[config.mk]
export PLATFORM = sky130hd
export DESIGN_NAME = video_mode_timing
export DESIGN_NICKNAME = d
export VERILOG_FILES = /design/src/hdl/video_mode_timing_pkg.sv /design/src/hdl/pin_sync.sv /design/src/hdl/video_mode_timing.sv
export SDC_FILE = /design/constraint.sdc
export NUM_CORES = 1
export LEC_CHECK = 0
export BUFFER_PORTS_ARGS = -buffer_cell sky130_fd_sc_hd__clkbuf_2
export CAP_MARGIN = 5
export CELL_PAD_IN_SITES_DETAIL_PLACEMENT = 1
export CELL_PAD_IN_SITES_GLOBAL_PLACEMENT = 1
export CORE_MARGIN = 3
export CORE_UTILIZATION = 46
export DETAILED_ROUTE_END_ITERATION = 7
export PLACE_DENSITY = 0.88
export SYNTH_ARGS = -nofsm -noshare
export SYNTH_HDL_FRONTEND = slang
export SYNTH_HIERARCHICAL = 1
export SYNTH_SLANG_ARGS = --single-unit
[constraint.sdc]
create_clock -name clk_sys_i -period 4.9 [get_ports clk_sys_i]
set_clock_uncertainty 0.05 [all_clocks]
set_input_delay 0.245 -clock clk_sys_i [delete_from_list [all_inputs] [get_ports clk_sys_i]]
set_output_delay 0.245 -clock clk_sys_i [all_outputs]
set_load 0.05 [all_outputs]
[src/hdl/video_mode_timing_pkg.sv]
// Purpose: shared types, mode table and power constants for the display input block
// Assumes: line counts as seen at the display input, one sys clock of 25 ns
// Notes:   pixel-rate figures are the host's business; only line figures are checked
package video_mode_timing_pkg;

    localparam int LINE_W = 11;
    typedef logic [LINE_W-1:0] line_t;

    // supported input formats
    typedef enum logic [3:0] {
        MODE_SVGA_85, MODE_SVGA_75, MODE_SVGA_72, MODE_SVGA_60,
        MODE_VGA_85, MODE_VGA_75, MODE_VGA_72, MODE_VGA_60,
        MODE_NTSC_I, MODE_PAL_I,
        MODE_WIDE_85, MODE_WIDE_75, MODE_WIDE_60,
        MODE_ZOOM_75, MODE_ZOOM_60
    } video_mode_e;

    // per-mode vertical figures
    typedef struct packed {
        line_t total;
        line_t active;
        line_t sync;
        logic  sync_high;
        logic  interlaced;
    } mode_param_s;

    // one enable per powered block, bit 7 first
    typedef struct packed {
        logic pll;
        logic sync_sep;
        logic mono_buf;
        logic rgb_buf;
        logic row_drv;
        logic col_drv;
        logic vref;
        logic seq;
    } block_pwr_s;

    localparam line_t ACT_600      = 11'h258;
    localparam line_t ACT_480      = 11'h1E0;
    localparam line_t ACT_240      = 11'h0F0;
    localparam line_t ACT_288      = 11'h120;
    localparam line_t SVGA85_TOT   = 11'h277;   // 631
    localparam line_t SVGA85_VS    = 11'h003;
    localparam line_t SVGA75_TOT   = 11'h271;   // 625
    localparam line_t SVGA75_VS    = 11'h003;
    localparam line_t SVGA72_TOT   = 11'h29A;   // 666
    localparam line_t SVGA72_VS    = 11'h006;
    localparam line_t SVGA60_TOT   = 11'h274;   // 628
    localparam line_t SVGA60_VS    = 11'h004;
    localparam line_t VGA85_TOT    = 11'h1FD;   // 509
    localparam line_t VGA85_VS     = 11'h003;
    localparam line_t VGA75_TOT    = 11'h1F4;   // 500
    localparam line_t VGA75_VS     = 11'h003;
    localparam line_t VGA72_TOT    = 11'h208;   // 520
    localparam line_t VGA72_VS     = 11'h003;
    localparam line_t VGA60_TOT    = 11'h20D;   // 525
    localparam line_t VGA60_VS     = 11'h002;
    localparam line_t NTSC_TOT     = 11'h106;   // 262, field alternates with 263
    localparam line_t PAL_TOT      = 11'h138;   // 312, field alternates with 313
    localparam line_t WIDE85_TOT   = 11'h1FD;
    localparam line_t WIDE85_VS    = 11'h003;
    localparam line_t WIDE75_TOT   = 11'h1F4;
    localparam line_t WIDE75_VS    = 11'h003;
    localparam line_t WIDE60_TOT   = 11'h20D;
    localparam line_t WIDE60_VS    = 11'h006;
    localparam line_t ZOOM75_TOT   = 11'h271;
    localparam line_t ZOOM75_VS    = 11'h003;
    localparam line_t ZOOM60_TOT   = 11'h274;
    localparam line_t ZOOM60_VS    = 11'h004;
    localparam line_t VS_UNCHECKED = 11'h000;   // interlaced sync width not checked

    // power control
    localparam int             SLEEP_BIT     = 7;
    localparam logic [7:0]     SHUTDOWN_ALL  = 8'hFF;
    localparam logic [7:0]     BLOCK_PWR_RST = 8'h00;
    localparam logic           SERIAL_ON_RST = 1'b1;

    // sync loss watchdog, a least time so round up
    localparam int             CLK_PERIOD_PS = 25000;
    localparam int             SYNC_LOSS_NS  = 100000;
    localparam int             SYNC_LOSS_CYC = (SYNC_LOSS_NS * 1000 + CLK_PERIOD_PS - 1)
                                               / CLK_PERIOD_PS;
    localparam int             IDLE_W        = 12;

    // vertical figures of a mode
    function automatic mode_param_s mode_params(input video_mode_e m);
        mode_param_s p;
        p = '{total: SVGA60_TOT, active: ACT_600, sync: SVGA60_VS,
              sync_high: 1'b1, interlaced: 1'b0};
        case (m)
            MODE_SVGA_85: p = '{SVGA85_TOT, ACT_600, SVGA85_VS, 1'b1, 1'b0};
            MODE_SVGA_75: p = '{SVGA75_TOT, ACT_600, SVGA75_VS, 1'b1, 1'b0};
            MODE_SVGA_72: p = '{SVGA72_TOT, ACT_600, SVGA72_VS, 1'b1, 1'b0};
            MODE_SVGA_60: p = '{SVGA60_TOT, ACT_600, SVGA60_VS, 1'b1, 1'b0};
            MODE_VGA_85:  p = '{VGA85_TOT, ACT_480, VGA85_VS, 1'b0, 1'b0};
            MODE_VGA_75:  p = '{VGA75_TOT, ACT_480, VGA75_VS, 1'b0, 1'b0};
            MODE_VGA_72:  p = '{VGA72_TOT, ACT_480, VGA72_VS, 1'b0, 1'b0};
            MODE_VGA_60:  p = '{VGA60_TOT, ACT_480, VGA60_VS, 1'b0, 1'b0};
            MODE_NTSC_I:  p = '{NTSC_TOT, ACT_240, VS_UNCHECKED, 1'b0, 1'b1};
            MODE_PAL_I:   p = '{PAL_TOT, ACT_288, VS_UNCHECKED, 1'b0, 1'b1};
            MODE_WIDE_85: p = '{WIDE85_TOT, ACT_480, WIDE85_VS, 1'b0, 1'b0};
            MODE_WIDE_75: p = '{WIDE75_TOT, ACT_480, WIDE75_VS, 1'b0, 1'b0};
            MODE_WIDE_60: p = '{WIDE60_TOT, ACT_480, WIDE60_VS, 1'b0, 1'b0};
            MODE_ZOOM_75: p = '{ZOOM75_TOT, ACT_600, ZOOM75_VS, 1'b0, 1'b0};
            MODE_ZOOM_60: p = '{ZOOM60_TOT, ACT_600, ZOOM60_VS, 1'b0, 1'b0};
            default:      p = '{SVGA60_TOT, ACT_600, SVGA60_VS, 1'b1, 1'b0};
        endcase
        return p;
    endfunction

endpackage

[src/hdl/pin_sync.sv]
// Purpose: two-stage synchroniser with edge pulses for pin inputs
// Assumes: pins are asynchronous to clk_sys_i
// Notes:   edges come from stage two and three only
`timescale 1ns/1ps
module pin_sync #(
    parameter int W = 2
) (
    input  wire logic         clk_sys_i,
    input  wire logic         reset_i,
    input  wire logic [W-1:0] pin_i,
    output logic      [W-1:0] level_o,
    output logic      [W-1:0] rise_o,
    output logic      [W-1:0] fall_o
);
    logic [W-1:0] meta_reg;
    logic [W-1:0] stable_reg;
    logic [W-1:0] last_reg;

    // stage one feeds only stage two
    always_ff @(posedge clk_sys_i)
    begin
        if (reset_i)
        begin
            meta_reg   <= '0;
            stable_reg <= '0;
            last_reg   <= '0;
        end
        else
        begin
            meta_reg   <= pin_i;
            stable_reg <= meta_reg;
            last_reg   <= stable_reg;
        end
    end

    // edge pulses, one cycle each
    assign level_o = stable_reg;
    assign rise_o  = stable_reg & ~last_reg;
    assign fall_o  = ~stable_reg & last_reg;
endmodule

[src/hdl/video_mode_timing.sv]
// Purpose: display-side sync checker and block power control
// Assumes: config inputs come from the register file on clk_sys_i
// Notes:   syncs are sampled at 40 MHz, so only line figures are verified
`timescale 1ns/1ps
// Contract
// - auto mode powers off unused blocks
// - manual mode: shutdown bits per block
// - sleep bit plus all shutdown bits
// - sleep keeps registers and serial port
module video_mode_timing
    import video_mode_timing_pkg::*;
(
    input  wire logic        clk_sys_i,
    input  wire logic        reset_i,
    input  wire logic        hsync_pin_i,
    input  wire logic        vsync_pin_i,
    input  video_mode_e      mode_sel_i,
    input  wire logic        auto_pd_i,
    input  wire logic        color_mono_i,
    input  wire logic [7:0]  block_shutdown_register_i,
    input  wire logic [7:0]  analog_bias_register_i,
    output block_pwr_s       block_pwr_o,
    output logic             sleep_o,
    output logic             serial_port_on_o,
    output line_t            frame_lines_o,
    output line_t            vsync_lines_o,
    output logic             frame_done_o,
    output logic             timing_ok_o,
    output logic             sync_lost_o
);
    logic [1:0]  pin_level;
    logic [1:0]  pin_rise;
    logic [1:0]  pin_fall;
    mode_param_s param;
    logic        h_lead;
    logic        v_lead;
    logic        v_trail;
    logic        v_active;
    logic        total_ok;
    logic        sync_ok;

    line_t       line_cnt_reg, line_cnt_next;
    line_t       vs_cnt_reg, vs_cnt_next;
    line_t       frame_lines_reg, frame_lines_next;
    line_t       vs_lines_reg, vs_lines_next;
    logic        frame_done_reg, frame_done_next;
    logic        timing_ok_reg, timing_ok_next;
    logic [IDLE_W-1:0] idle_reg, idle_next;
    block_pwr_s  pwr_reg, pwr_next;
    block_pwr_s  auto_pwr;
    logic        sleep_reg, sleep_next;
    logic        serial_on_reg, serial_on_next;

    // pins are asynchronous, two flops before use
    pin_sync #(
        .W (2)
    ) u_sync (
        .clk_sys_i (clk_sys_i),
        .reset_i   (reset_i),
        .pin_i     ({vsync_pin_i, hsync_pin_i}),
        .level_o   (pin_level),
        .rise_o    (pin_rise),
        .fall_o    (pin_fall)
    );

    assign param    = mode_params(mode_sel_i);
    // negative polarity picks falling edge as leading
    assign h_lead   = param.sync_high ? pin_rise[0] : pin_fall[0];
    assign v_lead   = param.sync_high ? pin_rise[1] : pin_fall[1];
    assign v_trail  = param.sync_high ? pin_fall[1] : pin_rise[1];
    assign v_active = pin_level[1] ~^ param.sync_high;

    // fields alternate floor and ceiling of the half line
    assign total_ok = (frame_lines_reg == param.total) ||
                      (param.interlaced && (frame_lines_reg == line_t'(param.total + 1'b1)));
    // sync width in lines, interlaced not checked
    assign sync_ok  = (param.sync == VS_UNCHECKED) || (vs_lines_reg == param.sync);

    // line and sync counters, restarted at each frame
    always_comb
    begin
        line_cnt_next    = line_cnt_reg;
        vs_cnt_next      = vs_cnt_reg;
        frame_lines_next = frame_lines_reg;
        vs_lines_next    = vs_lines_reg;
        frame_done_next  = 1'b0;
        timing_ok_next   = timing_ok_reg;
        // frame boundary at sync leading edge
        if (v_lead)
        begin
            frame_lines_next = line_cnt_reg;
            line_cnt_next    = '0;
            vs_cnt_next      = '0;
            frame_done_next  = 1'b1;
        end
        else if (h_lead)
        begin
            line_cnt_next = line_t'(line_cnt_reg + 1'b1);
            if (v_active)
            begin
                vs_cnt_next = line_t'(vs_cnt_reg + 1'b1);
            end
        end
        if (v_trail)
        begin
            vs_lines_next = vs_cnt_reg;
        end
        // frame totals judged one cycle after latch
        if (frame_done_reg)
        begin
            timing_ok_next = total_ok && sync_ok;
        end
    end

    // watchdog saturates so a dead link stays flagged
    always_comb
    begin
        idle_next = idle_reg;
        if (h_lead)
        begin
            idle_next = '0;
        end
        else if (idle_reg != IDLE_W'(SYNC_LOSS_CYC))
        begin
            idle_next = IDLE_W'(idle_reg + 1'b1);
        end
    end

    always_ff @(posedge clk_sys_i)
    begin
        if (reset_i)
        begin
            line_cnt_reg    <= '0;
            vs_cnt_reg      <= '0;
            frame_lines_reg <= '0;
            vs_lines_reg    <= '0;
            frame_done_reg  <= 1'b0;
            timing_ok_reg   <= 1'b0;
            idle_reg        <= '0;
        end
        else
        begin
            line_cnt_reg    <= line_cnt_next;
            vs_cnt_reg      <= vs_cnt_next;
            frame_lines_reg <= frame_lines_next;
            vs_lines_reg    <= vs_lines_next;
            frame_done_reg  <= frame_done_next;
            timing_ok_reg   <= timing_ok_next;
            idle_reg        <= idle_next;
        end
    end

    // auto mode keeps only what the format needs
    always_comb
    begin
        auto_pwr          = block_pwr_s'(SHUTDOWN_ALL);
        auto_pwr.sync_sep = param.interlaced;
        auto_pwr.mono_buf = color_mono_i;
    end

    // power control; sleep overrides both modes
    always_comb
    begin
        // sleep needs bias bit and every shutdown bit
        sleep_next     = analog_bias_register_i[SLEEP_BIT] &&
                         (block_shutdown_register_i == SHUTDOWN_ALL);
        // serial port stays alive while asleep
        serial_on_next = SERIAL_ON_RST;
        if (sleep_next)
        begin
            pwr_next = block_pwr_s'(BLOCK_PWR_RST);
        end
        else if (auto_pd_i)
        begin
            pwr_next = auto_pwr;
        end
        else
        begin
            // each shutdown bit kills one block
            pwr_next = block_pwr_s'(~block_shutdown_register_i);
        end
    end

    // register contents live outside, so sleep cannot disturb them
    always_ff @(posedge clk_sys_i)
    begin
        if (reset_i)
        begin
            pwr_reg       <= block_pwr_s'(BLOCK_PWR_RST);
            sleep_reg     <= 1'b0;
            serial_on_reg <= SERIAL_ON_RST;
        end
        else
        begin
            pwr_reg       <= pwr_next;
            sleep_reg     <= sleep_next;
            serial_on_reg <= serial_on_next;
        end
    end

    assign block_pwr_o      = pwr_reg;
    assign sleep_o          = sleep_reg;
    assign serial_port_on_o = serial_on_reg;
    assign frame_lines_o    = frame_lines_reg;
    assign vsync_lines_o    = vs_lines_reg;
    assign frame_done_o     = frame_done_reg;
    assign timing_ok_o      = timing_ok_reg;
    assign sync_lost_o      = (idle_reg == IDLE_W'(SYNC_LOSS_CYC));

    // checks on power and frame bookkeeping
    sleep_all_off_a: assert property (@(posedge clk_sys_i) disable iff (reset_i)
        (analog_bias_register_i[SLEEP_BIT] && block_shutdown_register_i == SHUTDOWN_ALL)
        |=> (sleep_o && block_pwr_o == block_pwr_s'(BLOCK_PWR_RST)))
        else $error("sleep request did not power everything down");

    manual_map_a: assert property (@(posedge clk_sys_i) disable iff (reset_i)
        (!auto_pd_i && !analog_bias_register_i[SLEEP_BIT])
        |=> (block_pwr_o == block_pwr_s'(~$past(block_shutdown_register_i))))
        else $error("manual power map does not follow shutdown bits");

    auto_sep_a: assert property (@(posedge clk_sys_i) disable iff (reset_i)
        (auto_pd_i && !sleep_next)
        |=> (block_pwr_o.sync_sep == $past(param.interlaced)
             && block_pwr_o.mono_buf == $past(color_mono_i) && block_pwr_o.pll))
        else $error("auto mode left an unused block powered");

    serial_live_a: assert property (@(posedge clk_sys_i) disable iff (reset_i)
        sleep_o [*3] |-> serial_port_on_o)
        else $error("serial port dropped during sleep");

    frame_latch_a: assert property (@(posedge clk_sys_i) disable iff (reset_i)
        v_lead |=> (frame_done_o && frame_lines_o == $past(line_cnt_reg)
                    && line_cnt_reg == '0) ##1 !frame_done_o)
        else $error("frame count not latched at frame start");

    cover_sleep_c:  cover property (@(posedge clk_sys_i) disable iff (reset_i) $rose(sleep_o));
    cover_frame_c:  cover property (@(posedge clk_sys_i) disable iff (reset_i)
        frame_done_o ##1 timing_ok_o);
    cover_lost_c:   cover property (@(posedge clk_sys_i) disable iff (reset_i) $rose(sync_lost_o));
    cover_manual_c: cover property (@(posedge clk_sys_i) disable iff (reset_i)
        !auto_pd_i && !sleep_o ##1 block_pwr_o != block_pwr_s'(SHUTDOWN_ALL));
endmodule

# ---- Yosys cells after proc, flatten, opt, wreduce, memory -nomap -nowiden
# Memory sizes are Yosys's and may differ from the RTL's.
# Cells that the tools add are included.
# W data, S select, Z words.
dict set report classes {
  eq_ne 6
  reduce_logical 10
  mux 5
  bitwise_logic 6
  add_sub_neg 4
}
# operator n
set op_table {}
lappend op_table {{$add A11 B1 Y11 const B} 3}
lappend op_table {{$eq A11 B11 Y1} 3}
lappend op_table {{$add A12 B1 Y12 const B} 1}
lappend op_table {{$eq A12 B12 Y1 const B} 1}
lappend op_table {{$ne A12 B12 Y1 const B} 1}
lappend op_table {{$logic_not A11 Y1} 1}
lappend op_table {{$eq A8 B8 Y1 const B} 1}
lappend op_table {{$mux W8} 1}
lappend op_table {{$not A8 Y8} 1}
lappend op_table {{$reduce_or A2 Y1} 3}
lappend op_table {{$and A2 B2 Y2} 2}
lappend op_table {{$mux W1} 4}
lappend op_table {{$not A2 Y2} 2}
lappend op_table {{$logic_and A1 B1 Y1} 3}
lappend op_table {{$logic_or A1 B1 Y1} 2}
lappend op_table {{$reduce_and A2 Y1} 1}
lappend op_table {{$xnor A1 B1 Y1} 1}
dict set report totals {
  memories 1
  ff_bits 73
  word_cells 51
  out_inout_bits 35
  mem_bits_ro 352
}
# name depth width rd rd_ports_with_merged_regs write_ports line
set memory_table {}
lappend memory_table {{(no name shown)} 16 22 1 0 0 video_mode_timing_pkg.sv:91} ;# case (m)

# ---- Depth between registers and ports, before layout
# An unclocked memory read counts as a cell.
dict set report depth {
  depth_word 6
  depth_mapped 12
  depth_no_buf 12
}

# ---- By module
# Netlist, hierarchy kept.
# module seq_area_each_um2 cells_per_inst instances area_per_inst_um2
set by_module_without_submodules {}
lappend by_module_without_submodules {video_mode_timing 1341.3 413 1 3653.5}
lappend by_module_without_submodules {pin_sync 120.1 16 1 182.7}

# ---- Least setup slack after synthesis
# OpenSTA, ideal clock, no wires.
dict set report synth_timing {
  kind {flip-flop to flip-flop}
  startpoint {register idle_reg[2]}
  endpoint {register idle_reg[1]}
  synth_period_minus_slack_ns 2.483
  stages_incl_launch_ff 5
  path_slack_ns 2.417
  required_time_ns 4.722
  n_path_buf 0
  t_arrival_ns 2.306
  cell_sequence {dfxtp_1 or3_1 nor3_1 mux2i_1 nor2_1}
}
dict set report synth_between {
  elab_chain_cells 1
}
# item line
set synth_rtl {}
lappend synth_rtl {{start: declaration} video_mode_timing.sv:48} ;# logic [IDLE_W-1:0] idle_reg, idle_next;
lappend synth_rtl {{start signal: assignment} video_mode_timing.sv:149} ;# idle_reg <= idle_next;
lappend synth_rtl {{$ne A12 B12 Y1} video_mode_timing.sv:123} ;# else if (idle_reg != IDLE_W'(SYNC_LOSS_CYC))
# No other way between the ends.
# A chain may end at the register's enable or synchronous reset.

# ---- Final worst setup path
dict set report layout_timing {
  startpoint {input mode_sel_i[1]}
  endpoint {register timing_ok_reg (netlist: timing_ok_o)}
}
dict set report layout_between {
  elab_chain_cells 6
  elab_cells_between_ends 10
}
# item line
set layout_rtl {}
lappend layout_rtl {{start: declaration} video_mode_timing.sv:17} ;# input video_mode_e mode_sel_i,
lappend layout_rtl {{$mem_v2 Z16 W22 *} -}
lappend layout_rtl {{$add A11 B1 Y11} video_mode_timing.sv:75} ;# (param.interlaced && (frame_lines_reg == line_t'(param.total + 1'b1)));
lappend layout_rtl {{$eq A11 B11 Y1} video_mode_timing.sv:75}
lappend layout_rtl {{$logic_and A1 B1 Y1} video_mode_timing.sv:75}
lappend layout_rtl {{$logic_or A1 B1 Y1} video_mode_timing.sv:74} ;# assign total_ok = (frame_lines_reg == param.total) ||
lappend layout_rtl {{$logic_and A1 B1 Y1 *} video_mode_timing.sv:111} ;# timing_ok_next = total_ok && sync_ok;
lappend layout_rtl {{end signal: assignment} video_mode_timing.sv:148} ;# timing_ok_reg <= timing_ok_next;
lappend layout_rtl {{end: declaration} video_mode_timing.sv:47} ;# logic timing_ok_reg, timing_ok_next;
# Every way passes the cells marked *; elsewhere a longest branch is shown, timed or not.

==> impl_summary.md <==
STA
Final hold analysis gives a worst-case slack of 0.02703 ns. The number of max-slew violations in the final report was 0. For the pin with the worst max-slew slack, the measured transition is 0.9179 ns. For this run, the top clock speed supported by timing is 0.3818 GHz. After layout, the minimum clock period comes to about 2.6 ns. Once routing completed, OpenROAD measured the worst setup slack at 2.281 ns. Setup violations remaining at the end of the flow were counted as 0. Adding up every negative setup slack in the final design gives 0 ns.

Setup repair after global routing left no endpoint under its margin. The number of hold violations in the final report is 0. Of the available clock period, the critical path in the final layout requires 0.5346. Headroom to the max-slew limit came out at 0.3828.

Power and ir drop
IR analysis of the VDD net gives a maximum drop of approximately 0.00016 V. Of the total power, combinational logic draws 0.116. The net switching share of the total power is 0.2513. In this run the static leakage power is 1.896 nW. The share of power burned in registers is 0.452. Of the total power, the clock network draws 0.432. The net switching component of the power is 0.3386 mW. Cell internal power was estimated by the tool at 1.009 mW. In this run the power density over the cells is roughly 300 nW/um^2.

Placed design
The number of instances in the placed design is 570. The number of input and output port buffers inserted is 52. The wire-length estimate of the detail-placed layout is 7.283 mm. Timing analysis after detailed placement gives a worst setup slack of 1.977 ns. The weighted congestion at the end of routability-driven global placement is 0.9226.

Floorplan
The core region area is 7928 sq um. The die covers approximately 9500 sq um. For this configuration, the core starts out at a cell density of 0.4839. From bottom edge to top edge, the die measures slightly below 100 um. between 60 and 70 I/O pins were placed. The die width is 97.32 um. The row count is 32.

Flow run
The count of max-cap constraint violations is 0.

Global route
Entering global routing, the biggest net connects 34 pins. The global router's overall resource usage is 0.2277. met2 is the most crowded layer. The number of antenna violations at the first check in global routing is 0. The remaining global-route overflow is 0.

For met3 alone, demand over resource in global routing was 0.05169. The number of global-route vias before repair is 3561. For met2 alone, demand over resource in global routing was 0.4188. The first global-routing pass estimated about 18 mm of wire. The global-route met1 utilization is 0.2567.

Detailed routing
The detailed router placed 3311 vias in this run. The routed wire length is roughly 11 mm. After detailed routing, the number of remaining DRC violations is 0. Dividing the detail-routed wire length by the instance count gives roughly 18 um. The per-cell via count in the routed design is ~5.7. The violation count after the first detailed-routing iteration is 126. The count of antenna-violating nets left after detailed routing is 0. The first-pass iteration count of the detailed router is 4.

Yosys
For this run, asynchronously set or reset flops after synthesis account for 0. The largest area contributor in the synthesized netlist is dfxtp_1. After synthesis, the cell types taking the most area are dfxtp_1, mux2i_1, nor2_1, ha_1, xnor2_1. The net count after synthesis is 472. Ranked by instance count, the synthesized netlist is headed by dfxtp_1, nor2_1, mux2i_1, xnor2_1. The most used flip-flop cell after synthesis is dfxtp_1. The register bit total from synthesis is between 70 and 80.

For this run, the register share of the synthesized area comes to 0.3810. Yosys mapped the design onto 61 distinct sky130hd cell types. The mapped netlist covers 3836 sq um. The instance count of the mapped netlist is approximately 430. The number of warnings reported in the yosys synthesis log is 6.

By instance count, the leading cell after synthesis is dfxtp_1. In this run the mean area of a mapped cell was just under 9 sq um. The synthesized design contains 0 enable-type register cells. The top cell type's share of synthesized area is 0.3810.

Final layout
In the final layout, the multi-input gates occupy 2241 sq um. The signed area change from the synthesized netlist to the final layout is 14.81%. The post-layout utilization of the core is 0.5556. The repair_antennas step left the layout with diodes totalling 0. Counting the fill cells in the layout gives 943. The final net count is 522. Across the whole layout, storage elements account for 1461 sq um. The ratio of cells with drive above 1 in the final layout is 0.1736. Once layout is complete, the cells apart from fillers number approximately 590. The register with the most flip-flops in the layout has 12 of them.

Worst setup path
Data on the critical path is required at its endpoint by 5.14 ns. The setup check on the worst reg-to-reg path leaves a slack of 2.76 ns. The category of the worst setup path capture point is a register. In this run the critical register-to-register path is launched from u_sync/last_reg[0]. The data arrival time of the critical path is between 2 and 3 ns. Along the worst path, the maximum fanout reaches 14. The startpoint-to-endpoint class of the critical path is input port to register.

The path depth of the worst reg2reg path is 7. The worst setup path is launched from an input port. The critical path starts at mode_sel_i[1]. The endpoint identified for the worst register-to-register timing path is vs_cnt_reg[10].

CTS
The clock-pin slew reported for the worst setup and hold paths after clock tree synthesis is 0.08 ns. The count of buffers added by post-CTS timing repair for setup is 0. In this run, CTS created clock tree buffers numbering 9. TritonCTS built the clock tree. The clock tree buffer depth is 2. The insertion delay of the later-clocked pin in the worst-skew pair is 0.35 ns. The cts-stage hold buffer count is 0. CTS saw between 70 and 80 sinks. CTS placed an instance of clkbuf_8 at the clock tree root.

The H-tree was split into 3 levels. Once the clock tree was built, the resizer swapped 0 gates to a different size.

Outcome
The run finished with clean final reports.

Min path
The number of stages on the worst hold path is 2. The worst min-delay path class is input port to register. In this run the most critical hold path is launched from block_shutdown_register_i[1]. The worst hold path terminates at block_pwr_o[1].
[layout by cell type, fill, tap and decap left out, types with 2 or more instances in the layout]
cell type / instances
or3_1: 9
a211oi_1: 2
a31oi_1: 2
mux2_2: 3
nor3_1: 8
clkbuf_8: 10
a2111oi_2: 2
buf_4: 2
o2bb2ai_1: 2
clkbuf_2: 52
nor4b_1: 2
o211ai_1: 2
bufinv_16: 3
and3_1: 7
o21ai_0: 11
nand3_1: 14
nor2b_1: 14
xnor2_1: 22
ha_1: 17
nor4_1: 4
inv_1: 13
o31ai_1: 5
nand4_1: 9
mux2i_1: 30
nand2_1: 21
dfxtp_1: 73
nor2_1: 65
xor2_1: 16
nand2b_1: 9
a21oi_1: 21
[through the flow]
step	area (sq um)	power [mW]
after floorplan	3836	0.7386
after global placement	4160	0.7701
after detailed placement	4160	0.7768
after CTS	4404	1.350
after global routing	4404	1.401
final	4404	1.347
[area by class of cell]
type / instances / area share
clock inverter: 5 / 0.02330
inverter: 14 / 0.01250
timing repair buffer: 54 / 0.06250
tap: 102 / 0.02898
sequential: 73 / 0.3318
multi-input combinational: 327 / 0.5088
clock buffer: 11 / 0.03210
[per-layer routing]
metal	vias to the layer above	share of wire
li1	1592	-
met4	0	0.025
met3	26	0.033
met2	61	0.52
met5	-	0
met1	1632	0.42
[power by group through the flow]
stage	clock network [mW]	logic (mW)	registers, mW
floorplan	0	0.102	0.637
global placement	0	0.149	0.622
global route	0.619	0.172	0.610
finish	0.583	0.156	0.609
detailed placement	0	0.154	0.622
CTS	0.585	0.157	0.609
[how the worst max path moves through the flow]
stage	cells past startpoint	to	slack, ns
after global routing	13	timing_ok_o	2.03
after floorplan	4	idle_reg[1]	2.42
final	13	timing_ok_o	2.28
after detailed placement	13	timing_ok_o	1.98
after CTS	13	timing_ok_o	2.28
after global placement	13	timing_ok_o	2.06
[worst max-delay path, cell delays in order]
cell and delay (ns):
clkbuf_2 0.25, inv_1 0.20, ha_1 0.36, mux2i_1 0.29, nor2_1 0.08, a31oi_1 0.16, ha_1 0.26, xnor2_1 0.15
o2111ai_1 0.13, a2111oi_2 0.31, o2111a_1 0.22, nand4_1 0.11, nand2_1 0.09
[logic make-up after synthesis]
logic type,share of synthesized area
simple gates,0.2352
flops,0.3810
compound gates,0.1070
xor+xnor,0.08676
mux,0.09882
buf+inv,0.03490
fa+ha+maj,0.05545
other cells,0.0009775
Note: power is estimated with default switching activity, not from simulation.
